===== config.mk =====
export PLATFORM = sky130hd
export DESIGN_NAME = nco_phase_and_sincos
export DESIGN_NICKNAME = d
export VERILOG_FILES = /design/src/verilog/nco_pkg.sv /design/src/verilog/nco_accum.sv /design/src/verilog/nco_phase_and_sincos.sv
export SDC_FILE = /design/constraint.sdc
export NUM_CORES = 2
export LEC_CHECK = 0
export BUFFER_PORTS_ARGS = -buffer_cell sky130_fd_sc_hd__buf_2
export CAP_MARGIN = 0
export CORE_MARGIN = 1
export CORE_UTILIZATION = 60
export CTS_CLUSTER_DIAMETER = 50
export DETAILED_ROUTE_END_ITERATION = 10
export PLACE_DENSITY = 0.81
export SYNTH_ARGS = -nofsm -noshare
export SYNTH_HDL_FRONTEND = slang
export SYNTH_HIERARCHICAL = 1
export SYNTH_SLANG_ARGS = --single-unit

===== constraint.sdc =====
create_clock -name mclk_i -period 146.6 [get_ports mclk_i]
set_input_delay 7.33 -clock mclk_i [delete_from_list [all_inputs] [get_ports mclk_i]]
set_output_delay 7.33 -clock mclk_i [all_outputs]
set_load 0.005 [all_outputs]

===== src/verilog/nco_pkg.sv =====
// shared constants for the oscillator phase/frequency section and sin/cos stage
package nco_pkg;

    // ------------------------------------------------------------
    // widths
    // ------------------------------------------------------------
    localparam int CTRL_W = 16;
    localparam int ACC_W = 32;
    localparam int PHASE_W = 16;
    localparam int LUT_ADDR_W = 20;
    localparam int TRIG_W = 16;
    localparam int QPSK_ZERO_W = 14;

    // ------------------------------------------------------------
    // control word address codes
    // ------------------------------------------------------------
    localparam logic [1:0] SEL_FREQ_LOW = 2'h0;
    localparam logic [1:0] SEL_FREQ_HIGH = 2'h1;
    localparam logic [1:0] SEL_PHASE = 2'h2;

    // ------------------------------------------------------------
    // reset values
    // ------------------------------------------------------------
    localparam logic [ACC_W-1:0] ACC_RST = 32'h0000_0000;
    localparam logic [CTRL_W-1:0] WORD_RST = 16'h0000;
    localparam logic EN_N_RST = 1'b1;

    // ------------------------------------------------------------
    // rotation engine: 26-bit signed datapath, 8 guard bits
    // angle unit: one full turn is 2^26
    // ------------------------------------------------------------
    localparam int ROT_W = 26;
    localparam int ROT_STAGES = 20;
    localparam int ROT_FRAC = 8;
    localparam int ANGLE_EXT = 6;
    localparam logic signed [ROT_W-1:0] ROT_GAIN_X0 = 26'sh04D_B9C9;
    localparam logic signed [ROT_W-1:0] ROT_ROUND = 26'sh000_0080;
    localparam logic signed [ROT_W-1:0] TRIG_MAX = 26'sh000_7FFF;
    localparam logic signed [ROT_W-1:0] ROT_ATAN [ROT_STAGES] = '{
        26'sh080_0000, 26'sh04B_9044, 26'sh027_ED5E, 26'sh014_4487,
        26'sh00A_2C35, 26'sh005_175C, 26'sh002_8BD8, 26'sh001_45F2,
        26'sh000_A2F9, 26'sh000_517D, 26'sh000_28BE, 26'sh000_145F,
        26'sh000_0A30, 26'sh000_0518, 26'sh000_028C, 26'sh000_0146,
        26'sh000_00A3, 26'sh000_0051, 26'sh000_0029, 26'sh000_0014
    };

endpackage

===== src/verilog/nco_accum.sv =====
// 32-bit step accumulator with feedback gate and registered carry
`timescale 1ns/1ns
module nco_accum
    import nco_pkg::*;
#(
    parameter bit INVERT_CARRY = 1'b0
) (
    input wire logic mclk_i, // system clock
    input wire logic rst_n_i, // async reset, active low
    input wire logic [ACC_W-1:0] step_i, // amount added each clock
    input wire logic feedback_en_i, // low zeroes the feedback path
    output logic [ACC_W-1:0] sum_o, // accumulator register
    output logic carry_o // registered adder overflow
);

    // ------------------------------------------------------------
    // adder
    // ------------------------------------------------------------
    // wrapped sum kept, the extra bit is the overflow
    logic [ACC_W-1:0] feedback_w;
    logic [ACC_W:0] sum_w;
    assign feedback_w = feedback_en_i ? sum_o : ACC_RST;
    assign sum_w = {1'b0, feedback_w} + {1'b0, step_i};

    // ------------------------------------------------------------
    // register
    // ------------------------------------------------------------
    always_ff @(posedge mclk_i or negedge rst_n_i) begin
        if (!rst_n_i) begin
            sum_o <= ACC_RST;
            carry_o <= INVERT_CARRY;
        end else begin
            sum_o <= sum_w[ACC_W-1:0];
            carry_o <= sum_w[ACC_W] ^ INVERT_CARRY;
        end
    end

endmodule


===== src/verilog/nco_phase_and_sincos.sv =====
// phase/frequency control section and sine/cosine generator of the oscillator
//
// Overview of operation
// - each accumulator adds its 32-bit step every clock, wraps, outputs overflow
// - phase step is center plus offset frequency, modulo 2^32, signed
// - phase carry output is the inverted phase adder overflow
// - timer carry output is the time adder overflow, its only output
// - host writes 16-bit words while chip select and write are low
// - address 0 low freq, 1 high freq, 2 phase, 3 reserved
// - high and low input words form the 32-bit frequency load source
// - low load enable registered first, target reloads each cycle it stays low
// - source select high: phase register loads phase input when enabled
// - source select low: symbol bits form phase MSBs, lower 14 bits zero
// - symbol 00, 01, 10, 11 give 0, 90, 270, 180 degrees
// - phase register adds to upper 16 accumulator bits, forming argument
// - offset disable low zeroes offset contribution, keeps register contents
// - accumulator init low zeroes phase feedback, loads current step
// - range select picks argument span 0-180 or 0-360 degrees
// - timer step loads from input words while its enable is low
// - timer init/bypass low zeroes timer feedback, stopping its carry
// - top 20 argument bits produce 16-bit sine and cosine
// - lookup address maps linearly onto one counterclockwise turn
// - sine and cosine are symmetric, 8001 to 7FFF, never 8000
// - vector error magnitude below -90.2 dB full scale
// - bypass low routes argument to outputs, upper on imag, lower on real
`timescale 1ns/1ns
module nco_phase_and_sincos
    import nco_pkg::*;
(
    input wire logic mclk_i, // 10 MHz system clock
    input wire logic rst_n_i, // async reset, active low
    input wire logic [CTRL_W-1:0] control_word_bus_i, // host control word
    input wire logic [1:0] reg_select_i, // input register address
    input wire logic cs_n_i, // chip select, active low
    input wire logic wr_n_i, // write strobe, active low
    input wire logic center_freq_load_en_n_i, // center freq load enable
    input wire logic offset_freq_load_en_n_i, // offset freq load enable
    input wire logic timer_step_load_en_n_i, // timer step load enable
    input wire logic phase_load_en_n_i, // phase register load enable
    input wire logic phase_source_sel_i, // 1 phase input, 0 qpsk symbol
    input wire logic [1:0] qpsk_symbol_i, // modulation code, bit 1 MSB
    input wire logic offset_freq_disable_n_i, // low removes the offset
    input wire logic accum_init_n_i, // low zeroes phase feedback
    input wire logic timer_init_bypass_n_i, // low zeroes timer, bypasses lookup
    input wire logic phase_range_sel_i, // 1 modulo pi, 0 modulo 2 pi
    output logic phase_carry_n_o, // inverted phase overflow
    output logic timer_carry_n_o, // timer overflow
    output logic [ACC_W-1:0] phase_arg_o, // sine/cosine argument
    output logic [TRIG_W-1:0] real_out_low_o, // cosine or argument low half
    output logic [TRIG_W-1:0] imag_out_low_o // sine or argument high half
);

    // ------------------------------------------------------------
    // host input registers
    // ------------------------------------------------------------
    logic [CTRL_W-1:0] freq_low_q;
    logic [CTRL_W-1:0] freq_high_q;
    logic [CTRL_W-1:0] phase_in_q;
    logic write_w;
    logic wr_low_w;
    logic wr_high_w;
    logic wr_phase_w;

    // both strobes low take the word; address 3 and cs high do nothing
    // capture is level, no strobe edge needed
    assign write_w = !cs_n_i && !wr_n_i;
    assign wr_low_w = write_w && (reg_select_i == SEL_FREQ_LOW);
    assign wr_high_w = write_w && (reg_select_i == SEL_FREQ_HIGH);
    assign wr_phase_w = write_w && (reg_select_i == SEL_PHASE);

    // level-sensitive capture: the word follows the bus each cycle held
    // a held write keeps the last word seen
    always_ff @(posedge mclk_i or negedge rst_n_i) begin
        if (!rst_n_i) begin
            freq_low_q <= WORD_RST;
            freq_high_q <= WORD_RST;
            phase_in_q <= WORD_RST;
        end else begin
            if (wr_low_w) begin
                freq_low_q <= control_word_bus_i;
            end
            if (wr_high_w) begin
                freq_high_q <= control_word_bus_i;
            end
            if (wr_phase_w) begin
                phase_in_q <= control_word_bus_i;
            end
        end
    end

    // ------------------------------------------------------------
    // registered load enables
    // ------------------------------------------------------------
    // one-cycle delay so the host can set data and enable together
    // reset leaves all targets unloaded
    logic center_freq_load_en_q;
    logic offset_freq_load_en_q;
    logic timer_step_load_en_q;
    logic phase_load_en_q;

    // targets see an enable one edge later
    always_ff @(posedge mclk_i or negedge rst_n_i) begin
        if (!rst_n_i) begin
            center_freq_load_en_q <= EN_N_RST;
            offset_freq_load_en_q <= EN_N_RST;
            timer_step_load_en_q <= EN_N_RST;
            phase_load_en_q <= EN_N_RST;
        end else begin
            center_freq_load_en_q <= center_freq_load_en_n_i;
            offset_freq_load_en_q <= offset_freq_load_en_n_i;
            timer_step_load_en_q <= timer_step_load_en_n_i;
            phase_load_en_q <= phase_load_en_n_i;
        end
    end

    // ------------------------------------------------------------
    // frequency and timer step registers
    // ------------------------------------------------------------
    logic [ACC_W-1:0] freq_word_w;
    logic [ACC_W-1:0] center_freq_q;
    logic [ACC_W-1:0] offset_freq_q;
    logic [ACC_W-1:0] timer_step_q;

    assign freq_word_w = {freq_high_q, freq_low_q};

    // reload every cycle while the registered enable stays low
    // change the words before enabling, not during
    always_ff @(posedge mclk_i or negedge rst_n_i) begin
        if (!rst_n_i) begin
            center_freq_q <= ACC_RST;
            offset_freq_q <= ACC_RST;
            timer_step_q <= ACC_RST;
        end else begin
            if (!center_freq_load_en_q) begin
                center_freq_q <= freq_word_w;
            end
            if (!offset_freq_load_en_q) begin
                offset_freq_q <= freq_word_w;
            end
            if (!timer_step_load_en_q) begin
                timer_step_q <= freq_word_w;
            end
        end
    end

    // ------------------------------------------------------------
    // phase register
    // ------------------------------------------------------------
    // symbol code is gray-ordered so 10 lands on 270 and 11 on 180
    // plain bit split would swap 180 and 270
    logic [PHASE_W-1:0] qpsk_phase_w;
    logic [PHASE_W-1:0] phase_src_w;
    logic [PHASE_W-1:0] phase_q;

    assign qpsk_phase_w = {qpsk_symbol_i[1],
                           qpsk_symbol_i[1] ^ qpsk_symbol_i[0],
                           {QPSK_ZERO_W{1'b0}}};
    assign phase_src_w = phase_source_sel_i ? phase_in_q : qpsk_phase_w;

    // phase register holds while disabled
    always_ff @(posedge mclk_i or negedge rst_n_i) begin
        if (!rst_n_i) begin
            phase_q <= WORD_RST;
        end else if (!phase_load_en_q) begin
            phase_q <= phase_src_w;
        end
    end

    // ------------------------------------------------------------
    // phase step and accumulators
    // ------------------------------------------------------------
    // offset gated, not cleared, so re-enabling restores the old value
    // sign of the step sets rotation direction
    logic [ACC_W-1:0] offset_used_w;
    logic [ACC_W-1:0] phase_step_w;
    logic [ACC_W-1:0] phase_acc_w;

    assign offset_used_w = offset_freq_disable_n_i ? offset_freq_q : ACC_RST;
    assign phase_step_w = center_freq_q + offset_used_w;

    // phase accumulator: carry comes out inverted
    // one carry pulse per wrap
    nco_accum #(
        .INVERT_CARRY(1'b1)
    ) u_phase_acc (
        .mclk_i(mclk_i),
        .rst_n_i(rst_n_i),
        .step_i(phase_step_w),
        .feedback_en_i(accum_init_n_i),
        .sum_o(phase_acc_w),
        .carry_o(phase_carry_n_o)
    );

    // time accumulator: only its overflow leaves the block
    // gate shares the bypass pin
    nco_accum #(
        .INVERT_CARRY(1'b0)
    ) u_time_acc (
        .mclk_i(mclk_i),
        .rst_n_i(rst_n_i),
        .step_i(timer_step_q),
        .feedback_en_i(timer_init_bypass_n_i),
        .sum_o(),
        .carry_o(timer_carry_n_o)
    );

    // ------------------------------------------------------------
    // phase adder and range
    // ------------------------------------------------------------
    logic [ACC_W-1:0] arg_sum_w;
    logic [ACC_W-1:0] arg_w;

    // phase word weights the top half only
    assign arg_sum_w = phase_acc_w + {phase_q, WORD_RST};
    // half-turn mode drops the top bit so the angle stays below pi
    assign arg_w = phase_range_sel_i ? {1'b0, arg_sum_w[ACC_W-2:0]}
                                     : arg_sum_w;

    // one cycle of latency buys a clean
    // path into the rotation engine
    always_ff @(posedge mclk_i or negedge rst_n_i) begin
        if (!rst_n_i) begin
            phase_arg_o <= ACC_RST;
        end else begin
            phase_arg_o <= arg_w;
        end
    end

    // ------------------------------------------------------------
    // sine/cosine generator
    // ------------------------------------------------------------
    // rotation engine instead of a rom: 20 unrolled stages settle well
    // inside one 100 ns cycle and keep vector error below -90 dB
    logic [LUT_ADDR_W-1:0] lut_addr_w;
    logic [1:0] quadrant_w;
    logic signed [ROT_W-1:0] rot_x_w;
    logic signed [ROT_W-1:0] rot_y_w;
    logic [TRIG_W-1:0] base_cos_w;
    logic [TRIG_W-1:0] base_sin_w;
    logic [TRIG_W-1:0] cos_w;
    logic [TRIG_W-1:0] sin_w;

    assign lut_addr_w = phase_arg_o[ACC_W-1 -: LUT_ADDR_W];
    assign quadrant_w = lut_addr_w[LUT_ADDR_W-1 -: 2];

    // residual angle below a quarter turn, one turn = 2^26 units
    // top two bits pick the quadrant, folded
    // back later, so rotation stays 0..90
    always_comb begin
        logic signed [ROT_W-1:0] x;
        logic signed [ROT_W-1:0] y;
        logic signed [ROT_W-1:0] z;
        logic signed [ROT_W-1:0] xs;

        x = ROT_GAIN_X0;
        y = '0;
        z = '0;
        xs = '0;
        z[LUT_ADDR_W-2+ANGLE_EXT-1:0] = {lut_addr_w[LUT_ADDR_W-3:0],
                                         {ANGLE_EXT{1'b0}}};
        // each stage steers the residual to zero
        for (int i = 0; i < ROT_STAGES; i++) begin
            xs = x;
            if (!z[ROT_W-1]) begin
                x = x - (y >>> i);
                y = y + (xs >>> i);
                z = z - ROT_ATAN[i];
            end else begin
                x = x + (y >>> i);
                y = y - (xs >>> i);
                z = z + ROT_ATAN[i];
            end
        end

        rot_x_w = x;
        rot_y_w = y;
    end

    // round away the guard bits and pin to the symmetric range
    // clamping keeps 8000 out of sine and cosine, but bypass can still show it
    function automatic logic [TRIG_W-1:0] trig_sat(input logic signed [ROT_W-1:0] v);
        logic signed [ROT_W-1:0] r;

        r = (v + ROT_ROUND) >>> ROT_FRAC;
        if (r > TRIG_MAX) begin
            r = TRIG_MAX;
        end else if (r < -TRIG_MAX) begin
            r = -TRIG_MAX;
        end
        return r[TRIG_W-1:0];
    endfunction

    // error set by rounding, not by stages
    assign base_cos_w = trig_sat(rot_x_w);
    assign base_sin_w = trig_sat(rot_y_w);

    // quadrant fold; negating +-7FFF can never reach 8000
    // quadrant 0 passes, 2 negates both, 1 and 3 swap and negate one
    always_comb begin
        case (quadrant_w)
            2'h0: begin
                cos_w = base_cos_w;
                sin_w = base_sin_w;
            end
            2'h1: begin
                cos_w = -base_sin_w;
                sin_w = base_cos_w;
            end
            2'h2: begin
                cos_w = -base_cos_w;
                sin_w = -base_sin_w;
            end
            default: begin
                cos_w = base_sin_w;
                sin_w = -base_cos_w;
            end
        endcase
    end

    // ------------------------------------------------------------
    // output stage
    // ------------------------------------------------------------
    // bypass shows the raw argument, upper half on the imaginary side
    // bypass pin acts on the next edge
    logic [TRIG_W-1:0] real_d;
    logic [TRIG_W-1:0] imag_d;

    assign real_d = timer_init_bypass_n_i ? cos_w : phase_arg_o[TRIG_W-1:0];
    assign imag_d = timer_init_bypass_n_i ? sin_w : phase_arg_o[ACC_W-1 -: TRIG_W];

    // outputs leave straight from flops
    always_ff @(posedge mclk_i or negedge rst_n_i) begin
        if (!rst_n_i) begin
            real_out_low_o <= WORD_RST;
            imag_out_low_o <= WORD_RST;
        end else begin
            real_out_low_o <= real_d;
            imag_out_low_o <= imag_d;
        end
    end

endmodule


==> impl_metrics.py <==
metrics = {
    "status": {
        "outcome": "complete, no violations",
    },
    "critical_path": {
        "worst_ep_required_time_ns": 147.00,
        "critPathLaunchType": "flip-flop",
        "worst-r2r-setup-slack_ns": 59.74,
        "timing.critical_path.fanout_max": 58,
        "crit_arrival_ns": 87.27,
        "critical_path_depth": 403,
        "crit_top_cell": "sky130_fd_sc_hd__o21ai_0",
        "path_delay_family": "compound AO/OA/AOI/OAI gates",
        "worst_path_max_delay_cell": "sky130_fd_sc_hd__xnor2_1",
        "worst_setup_path_end_kind": "flip-flop",
        "worst-setup-path-type": "reg -> reg",
        "critPathMaxStageDelay_ns": 0.83,
        "critical_path.n_buffers_inverters": 35,
        "r2r.worst_path.cells": 403,
    },
    "detailed_routing": {
        "route.detailed.drc": 0,
        "detail_route.wirelength_mm": 239,
        "drt_first_pass_iters": 6,
        "routed_wire_length_per_instance_um": 19.7,
        "1st_iter_drt_viols": 6888,
        "via_count": 75500,
        "avgViaCountPerCell": 6.22,
        "ant_nets": 0,
    },
    "sta": {
        "finalHoldViolCount": 0,
        "setup_tns_ns": 0,
        "maxSlewViolCount": 0,
        "report.final.setup_viol": 0,
        "hold_ws_ns": 0.373,
        "max_clock_freq_ghz": 0.0115,
        "maxSlewHeadroom": 0.189,
        "fin_crit_sh": 0.593,
        "fin_worst_skew_ns": 0.0126,
        "tightest_slew_ns": 1.21,
        "rsz0062_at_grt": "false",
        "finalWorstPathRequiredPeriod_ns": 86.86,
    },
    "final_layout": {
        "drive_gt1_frac": 0.0565,
        "insertedDiodeCount": 0,
        "stdcell_count": 12100,
        "flow.area_growth_from_synthesis_pct": 3.82,
        "number_of_nets_in_the_finished_design": 11800,
        "postLayoutCellArea_um2": 83000,
    },
    "synth": {
        "post_synth_inst_count": 10400,
        "synth-edff-count": 0,
        "main_combinational_cell_family_by_area_after_synthesis": "compound AO/OA/AOI/OAI gates",
        "yosys.area_share.adder": 0.231,
        "synth_nets": 11900,
        "post_synth.cell_area_avg_um2": 7.68,
        "netlist_area_um2": 79900,
        "dominantRegCellSynth": "sky130_fd_sc_hd__dfrtp_1",
        "yosys.area_share.simple": 0.152,
        "postSynth.asyncResetShare": 1.00,
        "yosysWarnings": 6,
        "ys_types": 128,
        "seq_area_frac_synth": 0.0921,
        "proportion_of_synthesized_area_in_mux_cells": 0.0427,
        "synthesized_area_fraction_occupied_by_ao_oa_aoi_and_oai_cells": 0.253,
        "synth_xor_area_frac": 0.177,
        "synth_seq_cells": 294,
    },
    "placement": {
        "placed_area_um2": 82200,
        "detailedPlacementHpwl_mm": 201,
        "place.gp.congestion": 1.07,
        "io_buffers": 98,
        "placed_cell_count": 12100,
    },
    "floorplan": {
        "io_pins": 99,
        "floorplan.die.height_um": 367,
        "core_area_um2": 132000,
        "die_area_um2": 135000,
        "dieWidth_um": 367,
        "core.rowCount": 133,
        "initial_util": 0.607,
    },
    "cts": {
        "tritoncts_clock_tree": "yes",
        "cts-buffers-inserted": 26,
        "cts.hold.buffers_added": 0,
        "cts.repair_timing.setup_buffer_count": 0,
        "ctsLongestPathBuffers": 3,
        "clk_pin_slew_ns": 0.07,
        "clock-root-buffer": "sky130_fd_sc_hd__clkbuf_16",
        "postCtsResizedCells": 0,
        "worstSkewPairLatency_ns": 0.57,
        "clock-sinks": 294,
        "cts-htree-levels": 1,
    },
    "global_routing": {
        "grt_start_max_net_pins": 85,
        "gr-usage-all-layers": 0.340,
        "first_global_vias": 72200,
        "globalRoute.totalOverflow": 0,
        "grt_first_pass_wirelength_mm": 379,
        "initial_antenna_violation_count": 1,
    },
    "worst_hold_path": {
        "worstHoldPathCells": 0,
        "min_path_type": "reg -> reg",
    },
    "run": {
        "cap_viol_max_count": 0,
    },
}
==> synthesized netlist by cell type (14+ instances only) <==
| cell | n | area (µm²) |
|---|---|---|
| sky130_fd_sc_hd__or2_2 | 44 | 275 |
| sky130_fd_sc_hd__nand2b_1 | 135 | 845 |
| sky130_fd_sc_hd__buf_1 | 26 | 97.6 |
| sky130_fd_sc_hd__o211ai_1 | 34 | 255 |
| sky130_fd_sc_hd__a31o_2 | 15 | 131 |
| sky130_fd_sc_hd__nor3_1 | 190 | 951 |
| sky130_fd_sc_hd__nand3_1 | 107 | 536 |
| sky130_fd_sc_hd__o2111ai_1 | 17 | 149 |
| sky130_fd_sc_hd__nor3b_1 | 22 | 165 |
| sky130_fd_sc_hd__o31ai_1 | 61 | 458 |
| sky130_fd_sc_hd__or3_1 | 90 | 563 |
| sky130_fd_sc_hd__o21bai_1 | 351 | 2640 |
| sky130_fd_sc_hd__a21oi_1 | 940 | 4700 |
| sky130_fd_sc_hd__or4_1 | 21 | 158 |
| sky130_fd_sc_hd__a31oi_1 | 60 | 375 |
| sky130_fd_sc_hd__a21o_1 | 502 | 3770 |
| sky130_fd_sc_hd__a21boi_0 | 135 | 1010 |
| sky130_fd_sc_hd__nor2_1 | 862 | 3240 |
| sky130_fd_sc_hd__xnor2_1 | 993 | 8700 |
| sky130_fd_sc_hd__dfrtp_1 | 289 | 7230 |
| sky130_fd_sc_hd__fa_1 | 48 | 961 |
| sky130_fd_sc_hd__nand2_1 | 627 | 2350 |
| sky130_fd_sc_hd__o22ai_1 | 17 | 106 |
| sky130_fd_sc_hd__a211oi_1 | 38 | 285 |
| sky130_fd_sc_hd__nor2b_1 | 114 | 713 |
| sky130_fd_sc_hd__o21a_1 | 133 | 998 |
| sky130_fd_sc_hd__xnor2_2 | 15 | 244 |
| sky130_fd_sc_hd__o31a_1 | 17 | 149 |
| sky130_fd_sc_hd__o21ai_1 | 29 | 145 |
| sky130_fd_sc_hd__o21ai_0 | 618 | 3090 |
| sky130_fd_sc_hd__xor2_1 | 547 | 4790 |
| sky130_fd_sc_hd__and3_1 | 52 | 325 |
| sky130_fd_sc_hd__ha_1 | 1398 | 17500 |
| sky130_fd_sc_hd__and2_1 | 135 | 845 |
| sky130_fd_sc_hd__clkbuf_1 | 130 | 488 |
| sky130_fd_sc_hd__nor4_1 | 34 | 213 |
| sky130_fd_sc_hd__o41ai_1 | 22 | 193 |
| sky130_fd_sc_hd__nand4_1 | 55 | 344 |
| sky130_fd_sc_hd__buf_4 | 24 | 180 |
| sky130_fd_sc_hd__mux2_2 | 198 | 2230 |
| sky130_fd_sc_hd__mux2i_1 | 89 | 891 |
| sky130_fd_sc_hd__inv_1 | 829 | 3110 |
| sky130_fd_sc_hd__nand3b_1 | 14 | 105 |
| sky130_fd_sc_hd__buf_2 | 32 | 160 |
==> flip-flops by register name, summed over array words and instances (netlist names) <==
name	count
center_freq_load_en_q	1
center_freq_q	32
freq_high_q	16
freq_low_q	16
imag_out_low_o	16
offset_freq_load_en_q	1
offset_freq_q	32
phase_arg_o	32
phase_in_q	16
phase_load_en_q	1
phase_q	16
real_out_low_o	16
timer_step_load_en_q	1
timer_step_q	32
u_phase_acc/carry_o	1
u_phase_acc/sum_o	32
u_time_acc/carry_o	1
u_time_acc/sum_o	32
==> cells by family after synthesis <==
kind of cell	after synthesis
compound gates	3164
xor+xnor	1574
fa+ha+maj	1449
buf+inv	1059
flops	294
mux	304
simple gates	2561
==> cell usage in the layout, fill, tap and decap left out, types with 97 or more instances in the layout <==
master | netlist | routed
sky130_fd_sc_hd__a21boi_0 | 135 | 135
sky130_fd_sc_hd__a21o_1 | 502 | 502
sky130_fd_sc_hd__a21oi_1 | 940 | 938
sky130_fd_sc_hd__and2_1 | 135 | 135
sky130_fd_sc_hd__buf_2 | 32 | 97
sky130_fd_sc_hd__dfrtp_1 | 289 | 287
sky130_fd_sc_hd__ha_1 | 1398 | 1398
sky130_fd_sc_hd__inv_1 | 829 | 829
sky130_fd_sc_hd__mux2_2 | 198 | 198
sky130_fd_sc_hd__nand2_1 | 627 | 627
sky130_fd_sc_hd__nand2b_1 | 135 | 132
sky130_fd_sc_hd__nand3_1 | 107 | 107
sky130_fd_sc_hd__nor2_1 | 862 | 862
sky130_fd_sc_hd__nor2b_1 | 114 | 114
sky130_fd_sc_hd__nor3_1 | 190 | 190
sky130_fd_sc_hd__o21a_1 | 133 | 133
sky130_fd_sc_hd__o21ai_0 | 618 | 618
sky130_fd_sc_hd__o21bai_1 | 351 | 351
sky130_fd_sc_hd__xnor2_1 | 993 | 993
sky130_fd_sc_hd__xor2_1 | 547 | 547
==> final timing paths <==
path                                                      from                              to
worst max-delay path                 phase_arg_o[14]$_DFF_PN0_    real_out_low_o[12]$_DFF_PN0_
worst min-delay path            u_phase_acc/sum_o[7]$_DFF_PN0_        phase_arg_o[7]$_DFF_PN0_
worst max register to register       phase_arg_o[14]$_DFF_PN0_    real_out_low_o[12]$_DFF_PN0_
worst min register to register  u_phase_acc/sum_o[7]$_DFF_PN0_        phase_arg_o[7]$_DFF_PN0_
max in group asynchronous                              rst_n_i  u_time_acc/sum_o[19]$_DFF_PN0_
min in group asynchronous                              rst_n_i     real_out_low_o[9]$_DFF_PN0_
==> per-layer routing <==
layer,global-route usage,vias to the layer above,share of wire
met5,0,-,0
met4,0.121,0,0.038
met3,0.0366,459,0.076
met2,0.561,2775,0.45
met1,0.458,35500,0.44
li1,-,36800,-
==> stage by stage <==
step	setup slack (ns)	utilization
4_1_cts	61.31	0.630
3_5_place_dp	61.75	0.623
2_1_floorplan	69.47	-
6_report	59.74	0.630
3_3_place_gp	63.76	0.623
5_1_grt	52.22	0.630
==> area by class of cell <==
| cell class | instances | area, µm² |
|---|---|---|
| inverter | 844 | 3170 |
| clock inverter | 16 | 128 |
| timing repair buffer | 152 | 906 |
| tap | 1755 | 2200 |
| clock buffer | 32 | 723 |
| sequential | 294 | 7370 |
| multi-input combinational | 9052 | 68500 |
| fill | 11800 | 48800 |
==> worst reg2reg max path, delay by kind of cell, from the launching register on <==
kind	cells	cell delay (ns)
xor+xnor	7	2.68
fa+ha+maj	25	8.93
buf+inv	35	10.44
simple gates	62	11.34
compound gates	274	52.92
flops	1	0.45
Power is not shown: default switching activity piles up to over one toggle a cycle in this logic, so the estimate is an artifact.
